<file path="src/logic/irq_ctrl_regs.vh">
`ifndef IRQ_CTRL_REGS_VH
`define IRQ_CTRL_REGS_VH

// ----------------------------------------
// Register map
// ----------------------------------------
`define RG_FLAGS_IDX 4'h0
`define RG_CTRL_IDX 4'h9
`define RG_FLAGS_ADDR {2'b00, `RG_FLAGS_IDX, 2'b00}
`define RG_CTRL_ADDR {2'b00, `RG_CTRL_IDX, 2'b00}
`define RG_EVSTAT_ADDR 8'h40
`define RG_EVMASK_ADDR 8'h44
`define RG_SHADOW_ADDR 8'h48

// ----------------------------------------
// Fields and reset values
// ----------------------------------------
`define FLG_PWM 2
`define FLG_C 1
`define FLG_Z 0
`define CTL_GIE 1
`define CTL_RUN 0
`define FLAGS_RST 4'h0
`define CTRL_RST 2'h0
`define EV_CYCLE 0
`define EV_ENTRY 1
`define EV_RETURN 2
`define EV_RST 3'h0

// ----------------------------------------
// Entry addresses
// ----------------------------------------
`define VEC_WAKE 16'h0004
`define VEC_IRQ 16'h0008

// ----------------------------------------
// Timing
// ----------------------------------------
`define CLK_HZ 100000000
`define SAMPLE_HZ 32768
`define SAMPLE_CYC (`CLK_HZ / `SAMPLE_HZ)

`endif

</file>
<file path="src/logic/apb_nibble_slave.v">
`timescale 1ns/1ns
`default_nettype none
`include "irq_ctrl_regs.vh"

module apb_nibble_slave (
   input wire clock,
   input wire rst,
   input wire psel,
   input wire penable,
   input wire [7:0] paddr,
   output reg pready_q,
   output reg pslverr_q,
   output wire accessStart,
   output wire accessDone,
   output wire [4:0] regHit
);
   // ----------------------------------------
   // Decode
   // ----------------------------------------
   function [4:0] decode;
      input [7:0] a;
      begin
         decode = {a == `RG_SHADOW_ADDR, a == `RG_EVMASK_ADDR, a == `RG_EVSTAT_ADDR,
                   a == `RG_CTRL_ADDR, a == `RG_FLAGS_ADDR};
      end
   endfunction

   assign regHit = decode(paddr);
   // One wait state keeps the read mux off the bus path
   assign accessStart = psel & penable & ~pready_q;
   assign accessDone = psel & penable & pready_q;

   always @(posedge clock) begin
      if (rst) begin
         pready_q <= 1'b0;
         pslverr_q <= 1'b0;
      end else begin
         pready_q <= accessStart;
         pslverr_q <= accessStart & ~|regHit;
      end
   end
endmodule // apb_nibble_slave

`default_nettype wire

</file>
<file path="src/logic/pwm_cycle_timer.v">
`timescale 1ns/1ns
`default_nettype none
`include "irq_ctrl_regs.vh"

module pwm_cycle_timer #(
   parameter CYCLES = `SAMPLE_CYC
) (
   input wire clock,
   input wire rst,
   input wire run,
   output reg cycleDone_q
);
   // ----------------------------------------
   // Sample period divider
   // ----------------------------------------
   reg [12:0] count_q;

   always @(posedge clock) begin
      if (rst || !run) begin
         count_q <= 13'h0000;
         cycleDone_q <= 1'b0;
      end else if (count_q == CYCLES[12:0] - 13'h0001) begin
         count_q <= 13'h0000;
         cycleDone_q <= 1'b1;
      end else begin
         count_q <= count_q + 13'h0001;
         cycleDone_q <= 1'b0;
      end
   end
endmodule // pwm_cycle_timer

`default_nettype wire

</file>
<file path="src/logic/single_vector_irq_controller.v">
// The APB interface to the registers was chosen for this implementation.
`timescale 1ns/1ns
`default_nettype none
`include "irq_ctrl_regs.vh"

module single_vector_irq_controller #(
   parameter PC_W = 14,
   parameter CYCLES = `SAMPLE_CYC
) (
   input wire clock,
   input wire rst,
   input wire psel,
   input wire penable,
   input wire pwrite,
   input wire [7:0] paddr,
   input wire [31:0] pwdata,
   output reg [31:0] prdata,
   output wire pready,
   output wire pslverr,
   input wire [PC_W-1:0] nextPc,
   input wire [3:0] pageDataHigh,
   input wire [3:0] memAddrHigh,
   input wire flagWrite,
   input wire carryIn,
   input wire zeroIn,
   input wire retiExec,
   input wire retsExec,
   input wire wakeup,
   input wire halted,
   output reg pcLoad,
   output reg [PC_W-1:0] pcTarget,
   output reg ctxRestore,
   output reg [3:0] restorePageDataHigh,
   output reg [3:0] restoreMemAddrHigh,
   output reg carryFlag,
   output reg zeroFlag,
   output reg pwmRequestFlag,
   output reg globalIrqEnable,
   output reg pwmRunEnable,
   output reg inService,
   output reg irq
);
   // ----------------------------------------
   // Constants cut to 16-bit vector and field widths
   // ----------------------------------------
   // A PC wider than 16 bits needs wider entry vectors
   localparam [15:0] WAKE_VEC = `VEC_WAKE;
   localparam [15:0] IRQ_VEC = `VEC_IRQ;
   localparam [3:0] FLAGS_INIT = `FLAGS_RST;
   localparam [1:0] CTRL_INIT = `CTRL_RST;
   localparam [2:0] EV_INIT = `EV_RST;

   // ----------------------------------------
   // Bus slave
   // ----------------------------------------
   wire accessStart;
   wire accessDone;
   wire [4:0] regHit;

   apb_nibble_slave bus (
      .clock(clock),
      .rst(rst),
      .psel(psel),
      .penable(penable),
      .paddr(paddr),
      .pready_q(pready),
      .pslverr_q(pslverr),
      .accessStart(accessStart),
      .accessDone(accessDone),
      .regHit(regHit)
   );

   // ----------------------------------------
   // Register strobes
   // ----------------------------------------
   // Writes land only on the edge that completes the access
   wire wrDone;
   wire rdDone;
   wire wrFlags;
   wire wrCtrl;
   wire wrMask;
   wire rdEvStat;

   assign wrDone = accessDone & pwrite;
   assign rdDone = accessDone & ~pwrite;
   assign wrFlags = wrDone & regHit[0];
   assign wrCtrl = wrDone & regHit[1];
   assign wrMask = wrDone & regHit[3];
   assign rdEvStat = rdDone & regHit[2];

   // ----------------------------------------
   // Output cycle source
   // ----------------------------------------
   wire cycleDone;

   // Run low holds the divider, so no request while stopped
   pwm_cycle_timer #(
      .CYCLES(CYCLES)
   ) timer (
      .clock(clock),
      .rst(rst),
      .run(pwmRunEnable),
      .cycleDone_q(cycleDone)
   );

   // ----------------------------------------
   // Shadow context
   // ----------------------------------------
   reg [PC_W-1:0] savedPc_q;
   reg [3:0] savedPage_q;
   reg [3:0] savedAddrHigh_q;
   reg savedCarry_q;
   reg savedZero_q;

   // ----------------------------------------
   // Event status and mask
   // ----------------------------------------
   reg [2:0] evStat_q;
   reg [2:0] evMask_q;

   // ----------------------------------------
   // Sequencing decisions
   // ----------------------------------------
   wire doWake;
   wire doReturn;
   wire doAccept;

   // Wake-up owns the cycle; the pending request waits one more clock
   assign doWake = wakeup;
   // A clash with the subroutine return means a bad decode; treat it as neither
   assign doReturn = retiExec & ~retsExec & inService & ~doWake;
   // Request and enable are both registered, so acceptance lands on the next clock
   assign doAccept = globalIrqEnable & pwmRequestFlag & ~inService & ~halted
                     & ~doWake & ~retiExec;

   // ----------------------------------------
   // Program counter redirect
   // ----------------------------------------
   // Wake beats return beats entry; one redirect per clock
   always @(posedge clock) begin
      if (rst) begin
         pcLoad <= 1'b0;
         pcTarget <= {PC_W{1'b0}};
      end else if (doWake) begin
         pcLoad <= 1'b1;
         pcTarget <= WAKE_VEC[PC_W-1:0];
      end else if (doReturn) begin
         pcLoad <= 1'b1;
         pcTarget <= savedPc_q;
      end else if (doAccept) begin
         pcLoad <= 1'b1;
         pcTarget <= IRQ_VEC[PC_W-1:0];
      end else begin
         pcLoad <= 1'b0;
      end
   end

   // ----------------------------------------
   // Context save
   // ----------------------------------------
   // Registered flags are saved, not the core's flag inputs
   always @(posedge clock) begin
      if (rst) begin
         savedPc_q <= {PC_W{1'b0}};
         savedPage_q <= 4'h0;
         savedAddrHigh_q <= 4'h0;
         savedCarry_q <= 1'b0;
         savedZero_q <= 1'b0;
      end else if (doAccept) begin
         savedPc_q <= nextPc;
         savedPage_q <= pageDataHigh;
         savedAddrHigh_q <= memAddrHigh;
         savedCarry_q <= carryFlag;
         savedZero_q <= zeroFlag;
      end
   end

   // ----------------------------------------
   // Context restore
   // ----------------------------------------
   always @(posedge clock) begin
      if (rst) begin
         ctxRestore <= 1'b0;
         restorePageDataHigh <= 4'h0;
         restoreMemAddrHigh <= 4'h0;
      end else begin
         ctxRestore <= doReturn;
         if (doReturn) begin
            restorePageDataHigh <= savedPage_q;
            restoreMemAddrHigh <= savedAddrHigh_q;
         end
      end
   end

   // ----------------------------------------
   // Service level
   // ----------------------------------------
   always @(posedge clock) begin
      if (rst) begin
         inService <= 1'b0;
      end else if (doAccept) begin
         inService <= 1'b1;
      end else if (doReturn) begin
         inService <= 1'b0;
      end
   end

   // ----------------------------------------
   // Status nibble
   // ----------------------------------------
   always @(posedge clock) begin
      if (rst) begin
         carryFlag <= FLAGS_INIT[`FLG_C];
         zeroFlag <= FLAGS_INIT[`FLG_Z];
      end else if (doReturn) begin
         carryFlag <= savedCarry_q;
         zeroFlag <= savedZero_q;
      end else if (flagWrite) begin
         // Core flag updates beat a bus write to the nibble
         carryFlag <= carryIn;
         zeroFlag <= zeroIn;
      end else if (wrFlags) begin
         carryFlag <= pwdata[`FLG_C];
         zeroFlag <= pwdata[`FLG_Z];
      end
   end

   // ----------------------------------------
   // Request flag
   // ----------------------------------------
   // Entry never touches this flag; the routine must drop it before return
   always @(posedge clock) begin
      if (rst) begin
         pwmRequestFlag <= 1'b0;
      end else if (cycleDone) begin
         pwmRequestFlag <= 1'b1;
      end else if (wrFlags && !pwdata[`FLG_PWM]) begin
         pwmRequestFlag <= 1'b0;
      end
   end

   // ----------------------------------------
   // Control nibble
   // ----------------------------------------
   // Entry and return override a bus write in the same clock
   always @(posedge clock) begin
      if (rst) begin
         globalIrqEnable <= CTRL_INIT[`CTL_GIE];
      end else if (doAccept) begin
         globalIrqEnable <= 1'b0;
      end else if (doReturn) begin
         globalIrqEnable <= 1'b1;
      end else if (wrCtrl) begin
         globalIrqEnable <= pwdata[`CTL_GIE];
      end
   end

   always @(posedge clock) begin
      if (rst) begin
         pwmRunEnable <= CTRL_INIT[`CTL_RUN];
      end else if (wrCtrl) begin
         pwmRunEnable <= pwdata[`CTL_RUN];
      end
   end

   // ----------------------------------------
   // Events, mask, interrupt line
   // ----------------------------------------
   wire [2:0] evSet;
   wire [2:0] evSeen;

   assign evSet = {doReturn, doAccept, cycleDone};
   // Drop only the bits a read handed out, so an event set mid-read survives
   assign evSeen = rdEvStat ? prdata[2:0] : 3'h0;

   always @(posedge clock) begin
      if (rst) begin
         evStat_q <= EV_INIT;
      end else begin
         evStat_q <= (evStat_q & ~evSeen) | evSet;
      end
   end

   always @(posedge clock) begin
      if (rst) begin
         evMask_q <= EV_INIT;
      end else if (wrMask) begin
         evMask_q <= pwdata[2:0];
      end
   end

   // ----------------------------------------
   // Interrupt line
   // ----------------------------------------
   // Follows status one clock late so the output is a plain flop
   always @(posedge clock) begin
      if (rst) begin
         irq <= 1'b0;
      end else begin
         irq <= |(evStat_q & evMask_q);
      end
   end

   // ----------------------------------------
   // Read data
   // ----------------------------------------
   // Shadow word is read-only; a write to it is dropped
   function [31:0] readMux;
      input [4:0] hit;
      input [3:0] flags;
      input [1:0] ctrl;
      input [2:0] stat;
      input [2:0] mask;
      input [PC_W:0] shadow;
      begin
         readMux = 32'h00000000;
         if (hit[0]) begin
            readMux[3:0] = flags;
         end
         if (hit[1]) begin
            readMux[1:0] = ctrl;
         end
         if (hit[2]) begin
            readMux[2:0] = stat;
         end
         if (hit[3]) begin
            readMux[2:0] = mask;
         end
         if (hit[4]) begin
            readMux[PC_W:0] = shadow;
         end
      end
   endfunction

   // Reserved bits and unmapped reads return zero
   always @(posedge clock) begin
      if (rst) begin
         prdata <= 32'h00000000;
      end else if (accessStart && !pwrite) begin
         prdata <= readMux(regHit,
                           {1'b0, pwmRequestFlag, carryFlag, zeroFlag},
                           {globalIrqEnable, pwmRunEnable},
                           evStat_q, evMask_q, {inService, savedPc_q});
      end
   end
endmodule // single_vector_irq_controller

`default_nettype wire

</file>
<file path="config.mk">
export PLATFORM = sky130hd
export DESIGN_NAME = single_vector_irq_controller
export DESIGN_NICKNAME = d
export VERILOG_FILES = /design/src/logic/apb_nibble_slave.v /design/src/logic/pwm_cycle_timer.v /design/src/logic/single_vector_irq_controller.v
export VERILOG_INCLUDE_DIRS = /design/src /design/src/logic
export SDC_FILE = /design/constraint.sdc
export NUM_CORES = 1
export LEC_CHECK = 0
export ABC_CLOCK_PERIOD_IN_PS = 2250
export BUFFER_PORTS_ARGS = -buffer_cell sky130_fd_sc_hd__buf_2
export CORE_MARGIN = 5
export CORE_UTILIZATION = 49
export DETAILED_ROUTE_END_ITERATION = 16
export PLACE_DENSITY = 0.86
export SKIP_LAST_GASP = 1
export SYNTH_ARGS = -nofsm -noshare
export SYNTH_HDL_FRONTEND = slang
export SYNTH_HIERARCHICAL = 1
export SYNTH_SLANG_ARGS = --single-unit
</file>
<file path="constraint.sdc">
create_clock -name clock -period 2.25 [get_ports clock]
set_input_delay 0.45 -clock clock [delete_from_list [all_inputs] [get_ports clock]]
set_output_delay 0.45 -clock clock [all_outputs]
set_load 0.05 [all_outputs]
</file>
==> results.json, run 1 <==
{
  "status": "complete, no violations",
  "fin_area_um2": 4630,
  "hold_viol": 0,
  "post_dp_cell_area_um2": 4420,
  "cts.repair.resized": 0,
  "synth_top_flop_cell": "dfxtp_1",
  "cp_max_fo": 3,
  "max-cap-violations": 0,
  "slew_violations": 0,
  "areaGrowthSynthToFinish_pct": 19.1,
  "start_util_pct": 50.3,
  "cts_tree": "built",
  "r2r_cells": 5,
  "finalClockSkew_ns": 0.0143,
  "worstSetupPathType": "input pin to flop",
  "synth_area_per_cell_um2": 8.55,
  "top_layer": "met4",
  "die_width_um": 99.1,
  "clkPwrFrac_pct": 38.8,
  "worstSetupStartpointType": "input pin",
  "syn-cell-area_um2": 3890,
  "p_comb_share_pct": 7.2,
  "hpwl_mm": 7.18,
  "async_flop_share_pct": 0,
  "gp_congestion": 0.898,
  "cts_max_level": 3,
  "cts_buffers": 9,
  "finalCriticalPeriod_ns": 2.04,
  "port_buffers": 92,
  "ys_seq_elements": 92,
  "post-cts-setup-buffers": 0,
  "wl_per_cell_um": 14.5,
  "holdPathStages": 3,
  "die_height_um": 99.1,
  "synth_edf_count": 0,
  "grt_setup_unrepaired": "false",
  "setup_viol": 0,
  "grt_pass1_wl_mm": 15.7,
  "clock_latency_ns": 0.36,
  "track_usage_pct": 19.4,
  "period_share_pct": 90.8,
  "drc": 0,
  "io_pins": 139,
  "p_int_mw": 2.23,
  "drt_wl_total_mm": 9.61,
  "core_um2": 7730,
  "yosysWarnings": 6,
  "powerDensity_nw_per_um2": 655,
  "hp-class": "input pin to flop",
  "endpoint_kind": "flop",
  "grt_pass1_vias": 3370,
  "vdd_drop_max_mv": 0.406,
  "vias_per_cell": 5.25,
  "wl_met3_um": 611,
  "p_leak_nw": 1.88,
  "max_freq_mhz": 489,
  "cts.clk_slew.worst_paths_ns": 0.10,
  "grt_max_degree": 30,
  "met2WireLength_mm": 4.76,
  "vias": 3480,
  "pre_cts_slack_ns": -0.174,
  "num_antenna_cells": 0,
  "die_area_um2": 9820,
  "setup_slack_ns": 0.207,
  "antenna_left": 0,
  "ctsHoldBuffers": 0,
  "cts_sinks": 92,
  "cp_data_arrival_time_ns": 2.34,
  "drt_iter0_drc": 168,
  "swShare_pct": 26.4,
  "antenna_found_initial": 0,
  "met1_length_mm": 3.93,
  "synth_cells": 455,
  "switchingPower_mw": 0.803,
  "seq_power_share_pct": 54.0,
  "required_ns": 2.55,
  "dr.pass1.iters": 4,
  "drive_above_1_share_pct": 28.3,
  "clockBufferDepth": 2,
  "globalRouteOverflowTotal": 0,
  "synth_seq_area_share_pct": 47.4,
  "yosysUniqueCellTypes": 50,
  "row_count": 32,
  "layout.nets": 632,
  "root_buffer": "clkbuf_8"
}
## metrics by stage
stage	hold WS (ns)	instances	power [mW]	utilization, %	setup TNS [ns]
2_1_floorplan	0.426	471	1.84	-	0
3_3_place_gp	0.437	647	1.89	57.2	-0.342
3_5_place_dp	0.445	647	1.90	57.2	-0.723
4_1_cts	0.306	663	3.05	60.0	0
5_1_grt	0.314	663	3.14	60.0	0
6_report	0.315	663	3.04	60.0	0
## state kept, by name (all words and copies together), names as in the netlist, 3 cells and up
signal and flops:
savedPage_q 4, prdata 15, savedAddrHigh_q 4, timer/count_q 13, pcTarget 14, evMask_q 3, savedPc_q 14, evStat_q 3
restoreMemAddrHigh 4, restorePageDataHigh 4
## final timing paths
check,startpoint,slack (ns),end
max,paddr[5],0.21,prdata[0]
max reg2reg,inService,0.55,savedPc_q[8]
min reg2reg,savedPage_q[2],0.45,restorePageDataHigh[2]
min,nextPc[9],0.32,savedPc_q[9]
## layer usage
metal	GRT usage, %	up-vias
met2	32.6	103
met3	4.46	25
met1	23.3	1636
met4	9.56	0
met5	0	-
li1	-	1716
## kinds of logic after synthesis
kind of cell	Yosys count	synth area share [%]
xor gates and xnor gates	12	2.70
other	1	0.0964
and+or+nand+nor	211	27.5
muxes	7	1.87
adders and majority gates	2	0.643
buffers and inverters	46	7.72
DFF	92	47.4
AOI/OAI and AO/OA	84	12.1
## cell usage after synthesis (all sizes together) (2+ instances only)
master / n / area share, %
ha: 2 / 0.64
and3: 3 / 0.48
dfxtp: 92 / 47
and3b: 2 / 0.45
nor4b: 4 / 1.4
a31oi: 2 / 0.32
nor2b: 2 / 0.32
nand2b: 4 / 0.64
mux2: 2 / 0.58
nand3: 33 / 4.5
nor4: 4 / 1.1
nor2: 31 / 3.6
o21ai: 15 / 1.9
nand2: 105 / 10
nand4: 4 / 0.97
xor2: 6 / 1.4
a21oi: 58 / 7.9
and4: 2 / 0.45
xnor2: 6 / 1.4
buf: 26 / 5.8
a221oi: 3 / 0.68
mux2i: 5 / 1.3
clkbuf: 13 / 1.3
nor3: 7 / 1.0
o221ai: 2 / 0.45
inv: 7 / 0.68
o211ai: 2 / 0.39
nand3b: 4 / 1.1
## worst max-delay path: stages
cell and delay [ns]:
buf_2 0.11, or3_1 0.37, nor4_1 0.35, nor2b_1 0.26
buf_4 0.16, nand3b_1 0.07, a221oi_1 0.24, o221ai_1 0.16
a21oi_1 0.17
## placed cells by master (no fill, tap or decap), types with 7 or more instances in the layout
cell,n
nand2_1,105
dfxtp_1,92
buf_2,92
a21oi_1,54
nand3_1,31
buf_4,21
nor2_1,20
conb_1,17
o21ai_0,15
nor2_2,11
clkbuf_8,9
inv_1,7
## final cells by class
cell class	instances	area (um2)
fill	702	3090
clock buffer	9	124
multi-input combinational	333	1810
tap	102	128
timing repair buffer	113	618
sequential	92	1840
clock inverter	7	86.3
inverter	7	26.3
## power groups by stage
| stage | registers, mW | logic [mW] | clock network, mW |
|---|---|---|---|
| floorplan | 1.70 | 0.137 | 0 |
| detailed placement | 1.68 | 0.218 | 0 |
| finish | 1.64 | 0.219 | 1.18 |
| CTS | 1.64 | 0.218 | 1.19 |
| global route | 1.64 | 0.233 | 1.27 |
| global placement | 1.68 | 0.215 | 0 |
(Power assumes the default switching activity.)
==> run 2, diff against run 1 <==
--- a/config.mk
+++ b/config.mk
@@ -8,8 +8,10 @@
 export LEC_CHECK = 0
 export ABC_CLOCK_PERIOD_IN_PS = 2250
 export BUFFER_PORTS_ARGS = -buffer_cell sky130_fd_sc_hd__buf_2
+export CELL_PAD_IN_SITES_DETAIL_PLACEMENT = 0
+export CELL_PAD_IN_SITES_GLOBAL_PLACEMENT = 2
 export CORE_MARGIN = 5
-export CORE_UTILIZATION = 49
+export CORE_UTILIZATION = 28
 export DETAILED_ROUTE_END_ITERATION = 16
 export PLACE_DENSITY = 0.86
 export SKIP_LAST_GASP = 1
==> run 2 against run 1 <==
Hold slack improved by 0.022 ns; worst setup slack got worse by 0.0015 ns; final cell count increased by 11%; sequential share of layout area decreased by 2.0 points; largest power group is now the clock network; clock power grew 55%; combinational power rose by 2%.
==> results.json, run 2 (synthesized netlist as in run 1, its figures left out) <==
{
  "cts_buffers": 9,
  "largest_register_ff_count": 15,
  "wl_per_cell_um": 14.1,
  "tightest_slew_ns": 0.646,
  "max_freq_mhz": 489,
  "status": "complete, no violations",
  "slew_violations": 0,
  "path_cells": "buf_2 -> buf_4 -> or4b_4 -> nor4_2 -> buf_4 -> a21oi_1 -> a221oi_1 -> o221ai_1 -> a21oi_1",
  "setup_slack_ns": 0.205,
  "num_antenna_cells": 0,
  "track_usage_pct": 12.9,
  "top_regs": "prdata: 15 flops, pcTarget: 14 flops, savedPc_q: 14 flops",
  "slew_headroom_pct": 57.0,
  "finalCriticalPeriod_ns": 2.04,
  "powerDensity_nw_per_um2": 756,
  "ff2ff_setup_slack_ns": 0.65,
  "die_width_um": 128,
  "setup_viol": 0,
  "clockBufferDepth": 2,
  "post-cts-setup-buffers": 0,
  "cts.repair.resized": 0,
  "grt_pass1_vias": 3316,
  "final_util_pct": 35.4,
  "power_mw": 3.69,
  "seq_power_share_pct": 44.5,
  "hpwl_mm": 7.78,
  "die_area_um2": 16300,
  "hold_viol": 0,
  "hp-class": "input pin to flop",
  "setup_tns_ns": 0,
  "drt_iter0_drc": 149,
  "swShare_pct": 21.7,
  "period_share_pct": 90.9,
  "cts_max_level": 3,
  "crit_path_max_incr_delay_ns": 0.58,
  "vdd_drop_max_mv": 0.557,
  "cp_max_fo": 7,
  "final_common_cell": "nand2_1",
  "drc": 0,
  "grt_setup_unrepaired": "false",
  "antenna_found_initial": 1,
  "finalClockSkew_ns": 0.00691,
  "grt_max_degree": 56,
  "row_count": 43,
  "clkPwrFrac_pct": 49.5,
  "vias": 3366,
  "core_um2": 13800,
  "ctsHoldBuffers": 0,
  "grt_pass1_wl_mm": 16.6,
  "min-delay-start": "memAddrHigh[2]",
  "worstSetupStartpointType": "input pin",
  "largest_register": "prdata",
  "dr.pass1.iters": 8,
  "crit_family": "simple AND/OR/NAND/NOR gates",
  "clock_latency_ns": 0.35,
  "port_buffers": 92,
  "final_cell_mix": "nand2_1 (105), dfxtp_1 (92), buf_2 (92)",
  "io_pins": 139,
  "cts_tree": "built",
  "worstSetupPathType": "input pin to flop",
  "crit_start": "paddr[5]",
  "post_dp_cell_area_um2": 4520,
  "r2r_start": "inService",
  "antenna_left": 0,
  "areaGrowthSynthToFinish_pct": 25.5,
  "start_util_pct": 28.2,
  "cts_sinks": 92,
  "max-cap-violations": 0,
  "fin_area_um2": 4880,
  "crit_buf_inv": 3,
  "drive_above_1_share_pct": 28.1,
  "p_comb_share_pct": 6.0,
  "cp_data_arrival_time_ns": 2.32,
  "cts.clk_slew.worst_paths_ns": 0.07,
  "drt_wl_total_mm": 10.5,
  "vias_per_cell": 4.55,
  "gp_congestion": 0.804,
  "die_height_um": 128,
  "p_int_mw": 2.89,
  "pre_cts_slack_ns": -0.123,
  "required_ns": 2.53,
  "endpoint_kind": "flop",
  "globalRouteOverflowTotal": 0,
  "layout.nets": 630,
  "crit_slowest_cell": "or4b_4",
  "switchingPower_mw": 0.799,
  "root_buffer": "clkbuf_16",
  "p_leak_nw": 1.95
}
run 2: final cells by class:
class | count | area, um2
fillers | 1487 | 8890
flip-flops and latches | 92 | 1840
multi-input cells | 333 | 1810
repair buffers | 111 | 616
clock buffers | 9 | 225
well taps | 180 | 225
clock inverters | 7 | 139
inverters | 7 | 26.3
run 2: worst reg2reg max path, delay by kind of cell, from the launching register on:
family,cells,cell delay [ns]
compound gates,1,0.13
buf+inv,1,0.29
simple gates,3,0.63
flops,1,0.47
run 2: metrics by stage:
stage                     std cells  hold WS (ns)
after floorplan                 471         0.426
after global placement          723         0.440
after detailed placement        723         0.440
after CTS                       739         0.327
after global routing            739         0.331
final                           739         0.337
run 2: power groups by stage:
stage,Sequential (mW),Combinational (mW),Clock (mW)
floorplan,1.70,0.137,0
finish,1.64,0.223,1.83
global route,1.64,0.239,1.95
detailed placement,1.68,0.223,0
CTS,1.64,0.223,1.89
global placement,1.68,0.221,0
run 2: layer usage:
| metal | vias up | GRT usage [%] | routed length, um | part of all wire, % |
|---|---|---|---|---|
| li1 | 1707 | - | - | - |
| met1 | 1535 | 15.3 | 4490 | 43 |
| met2 | 104 | 21.3 | 4990 | 48 |
| met3 | 18 | 4.50 | 721 | 6.9 |
| met4 | 2 | 4.87 | 248 | 2.4 |
| met5 | - | 0 | 7 | 0.067 |
run 2: final timing paths:
kind         cells past startpoint                     to
max                              9              prdata[1]
min reg2reg                      2             prdata[11]
min                              3     savedAddrHigh_q[2]
max reg2reg                      5  restoreMemAddrHigh[3]
==> run 3, diff against run 2 <==
--- a/config.mk
+++ b/config.mk
@@ -11,11 +11,10 @@
 export CELL_PAD_IN_SITES_DETAIL_PLACEMENT = 0
 export CELL_PAD_IN_SITES_GLOBAL_PLACEMENT = 2
 export CORE_MARGIN = 5
-export CORE_UTILIZATION = 28
+export CORE_UTILIZATION = 27
 export DETAILED_ROUTE_END_ITERATION = 16
-export PLACE_DENSITY = 0.86
+export PLACE_DENSITY = 0.85
 export SKIP_LAST_GASP = 1
 export SYNTH_ARGS = -nofsm -noshare
 export SYNTH_HDL_FRONTEND = slang
-export SYNTH_HIERARCHICAL = 1
 export SYNTH_SLANG_ARGS = --single-unit
==> run 3 against run 2 <==
Die area is 0.83% higher; count of clock-buffer cells in the layout is 2 higher; sequential power hardly changed; combinational power is 2% higher; hold slack better by 0.00052 ns; critical endpoint is now zeroFlag.
==> results.json, run 3 <==
{
  "status": "complete, no violations",
  "cp_data_arrival_time_ns": 2.17,
  "drt_wl_total_mm": 10.8,
  "synthTopCellsByCount": "dfxtp_1 (92), nand2_1 (81), a21oi_1 (52)",
  "wl_per_cell_um": 15.0,
  "grt_pass1_vias": 3191,
  "slew_headroom_pct": 61.5,
  "max-cap-violations": 0,
  "grt_max_degree": 39,
  "finalClockSkew_ns": 0.00554,
  "largest_register": "prdata",
  "synth_seq_area_share_pct": 48.7,
  "top_regs": "prdata: 15 flops, pcTarget: 14 flops, savedPc_q: 14 flops",
  "post-cts-setup-buffers": 0,
  "power_mw": 3.41,
  "endpoint": "zeroFlag",
  "p_leak_nw": 1.84,
  "synth_edf_count": 0,
  "powerDensity_nw_per_um2": 722,
  "whs_ns": 0.338,
  "async_flop_share_pct": 0,
  "track_usage_pct": 13.2,
  "syn-cell-area_um2": 3780,
  "die_width_um": 128,
  "io_pins": 139,
  "post_layout_nonfiller_instances": 722,
  "hold_viol": 0,
  "required_ns": 2.53,
  "ctsHoldBuffers": 0,
  "cts_sinks": 92,
  "ys_top_cells_by_area": "dfxtp_1 (49%), nand2_1 (8.0%), a21oi_1 (6.9%)",
  "synth_top_flop_cell": "dfxtp_1",
  "vias": 3376,
  "cp_max_fo": 5,
  "final_cell_mix": "dfxtp_1 (92), buf_2 (92), nand2_1 (81)",
  "drt_iter0_drc": 205,
  "finalCriticalPeriod_ns": 1.89,
  "synth_cells": 449,
  "period_share_pct": 84.1,
  "root_buffer": "clkbuf_16",
  "vdd_drop_max_mv": 0.397,
  "num_antenna_cells": 0,
  "cts_max_level": 3,
  "row_count": 43,
  "yosysUniqueCellTypes": 50,
  "core_um2": 13800,
  "start_util_pct": 27.4,
  "endpoint_kind": "flop",
  "worstSetupStartpointType": "input pin",
  "max_freq_mhz": 528,
  "crit_start": "paddr[1]",
  "layout.nets": 614,
  "globalRouteOverflowTotal": 0,
  "r2r-end": "zeroFlag",
  "ff2ff_setup_slack_ns": 0.52,
  "setup_viol": 0,
  "setup_slack_ns": 0.357,
  "antenna_left": 0,
  "r2r_cells": 4,
  "yosysWarnings": 0,
  "tightest_slew_ns": 0.570,
  "die_height_um": 128,
  "ys_seq_elements": 92,
  "largest_register_ff_count": 15,
  "die_area_um2": 16500,
  "place_inst": 707,
  "slew_violations": 0,
  "synth_top_area_share_pct": 48.7,
  "cts.clk_slew.worst_paths_ns": 0.06,
  "post-synth-top-count-cell": "dfxtp_1",
  "areaGrowthSynthToFinish_pct": 24.8,
  "gp_congestion": 0.860,
  "drc": 0,
  "drive_above_1_share_pct": 24.2,
  "cts_buffers": 9,
  "hpwl_mm": 8.06,
  "synth_top_area_cell": "dfxtp_1",
  "clockBufferDepth": 2,
  "hp-class": "input pin to flop",
  "worstSetupPathType": "input pin to flop",
  "synth_area_per_cell_um2": 8.43,
  "cts.repair.resized": 0,
  "setup_tns_ns": 0,
  "port_buffers": 92,
  "dr.pass1.iters": 4,
  "grt_setup_unrepaired": "false",
  "cts_tree": "built",
  "pre_cts_slack_ns": 0.00847,
  "clock_latency_ns": 0.34,
  "antenna_found_initial": 1,
  "vias_per_cell": 4.68,
  "r2r_start": "bus.pready_q",
  "grt_pass1_wl_mm": 16.8
}
==> run 3: cell count changes in the layout (fill, tap and decap cells not counted), moves of 4 or more <==
cell     previous run  this run
nor2_1             20        46
xnor2_1             6         1
a21oi_2             4         0
o21ai_0            15         6
nand2_1           105        81
a22oi_1             0        12
nand3_1            31        22
nor2_2             11         0
nor3_1              6        10
xor2_1              6        10
==> run 3: cells by family after synthesis <==
logic type	share of synthesized area (%)
fa+ha+maj	0.926
compound gates	13.9
xor+xnor	2.55
other cells	0.0991
flops	48.7
mux	1.85
buf+inv	6.71
simple gates	25.3
==> run 3: worst min-delay path by stage <==
stage / startpoint / slack, ns / cells past startpoint / endpoint
final: pageDataHigh[1] / 0.34 / 3 / savedPage_q[1]
after global placement: timer.count_q[0] / 0.43 / 1 / timer.count_q[0]
after CTS: pageDataHigh[1] / 0.32 / 3 / savedPage_q[1]
after floorplan: timer.count_q[0] / 0.43 / 1 / timer.count_q[0]
after global routing: memAddrHigh[2] / 0.34 / 3 / savedAddrHigh_q[2]
after detailed placement: savedAddrHigh_q[0] / 0.44 / 2 / restoreMemAddrHigh[0]
==> run 3: per-stage QoR <==
| step | cell area (um2) | utilization, % |
|---|---|---|
| after global placement | 4420 | 32.0 |
| after floorplan | 3840 | - |
| final | 4720 | 34.2 |
| after global routing | 4720 | 34.2 |
| after detailed placement | 4420 | 32.0 |
| after CTS | 4720 | 34.2 |
==> run 3: layout make-up <==
cell class	instances	area, um2
clock inverters	4	48.8
well taps	180	225
multi-input cells	323	1760
inverters	5	18.8
fillers	1454	9100
clock buffers	11	253
flip-flops and latches	92	1840
repair buffers	107	573
==> run 3: worst max-delay path: stages <==
cell and delay, ns:
buf_2 0.10, or4_1 0.57, or4_4 0.58, a221o_1 0.33, a21oi_1 0.13
==> run 3: routing by layer <==
layer	up-vias	part of all wire (%)	track usage (%)	wire (um)
met4	2	2.5	6.62	273
met3	19	5.7	3.28	615
li1	1688	-	-	-
met1	1582	44	16.6	4770
met5	-	0.10	0	11
met2	85	48	21.0	5140
==> run 3: power by group <==
group / switching [mW] / internal [mW]
clock: 0.626 / 0.913
combinational: 0.167 / 0.0617
sequential: 0.00689 / 1.64
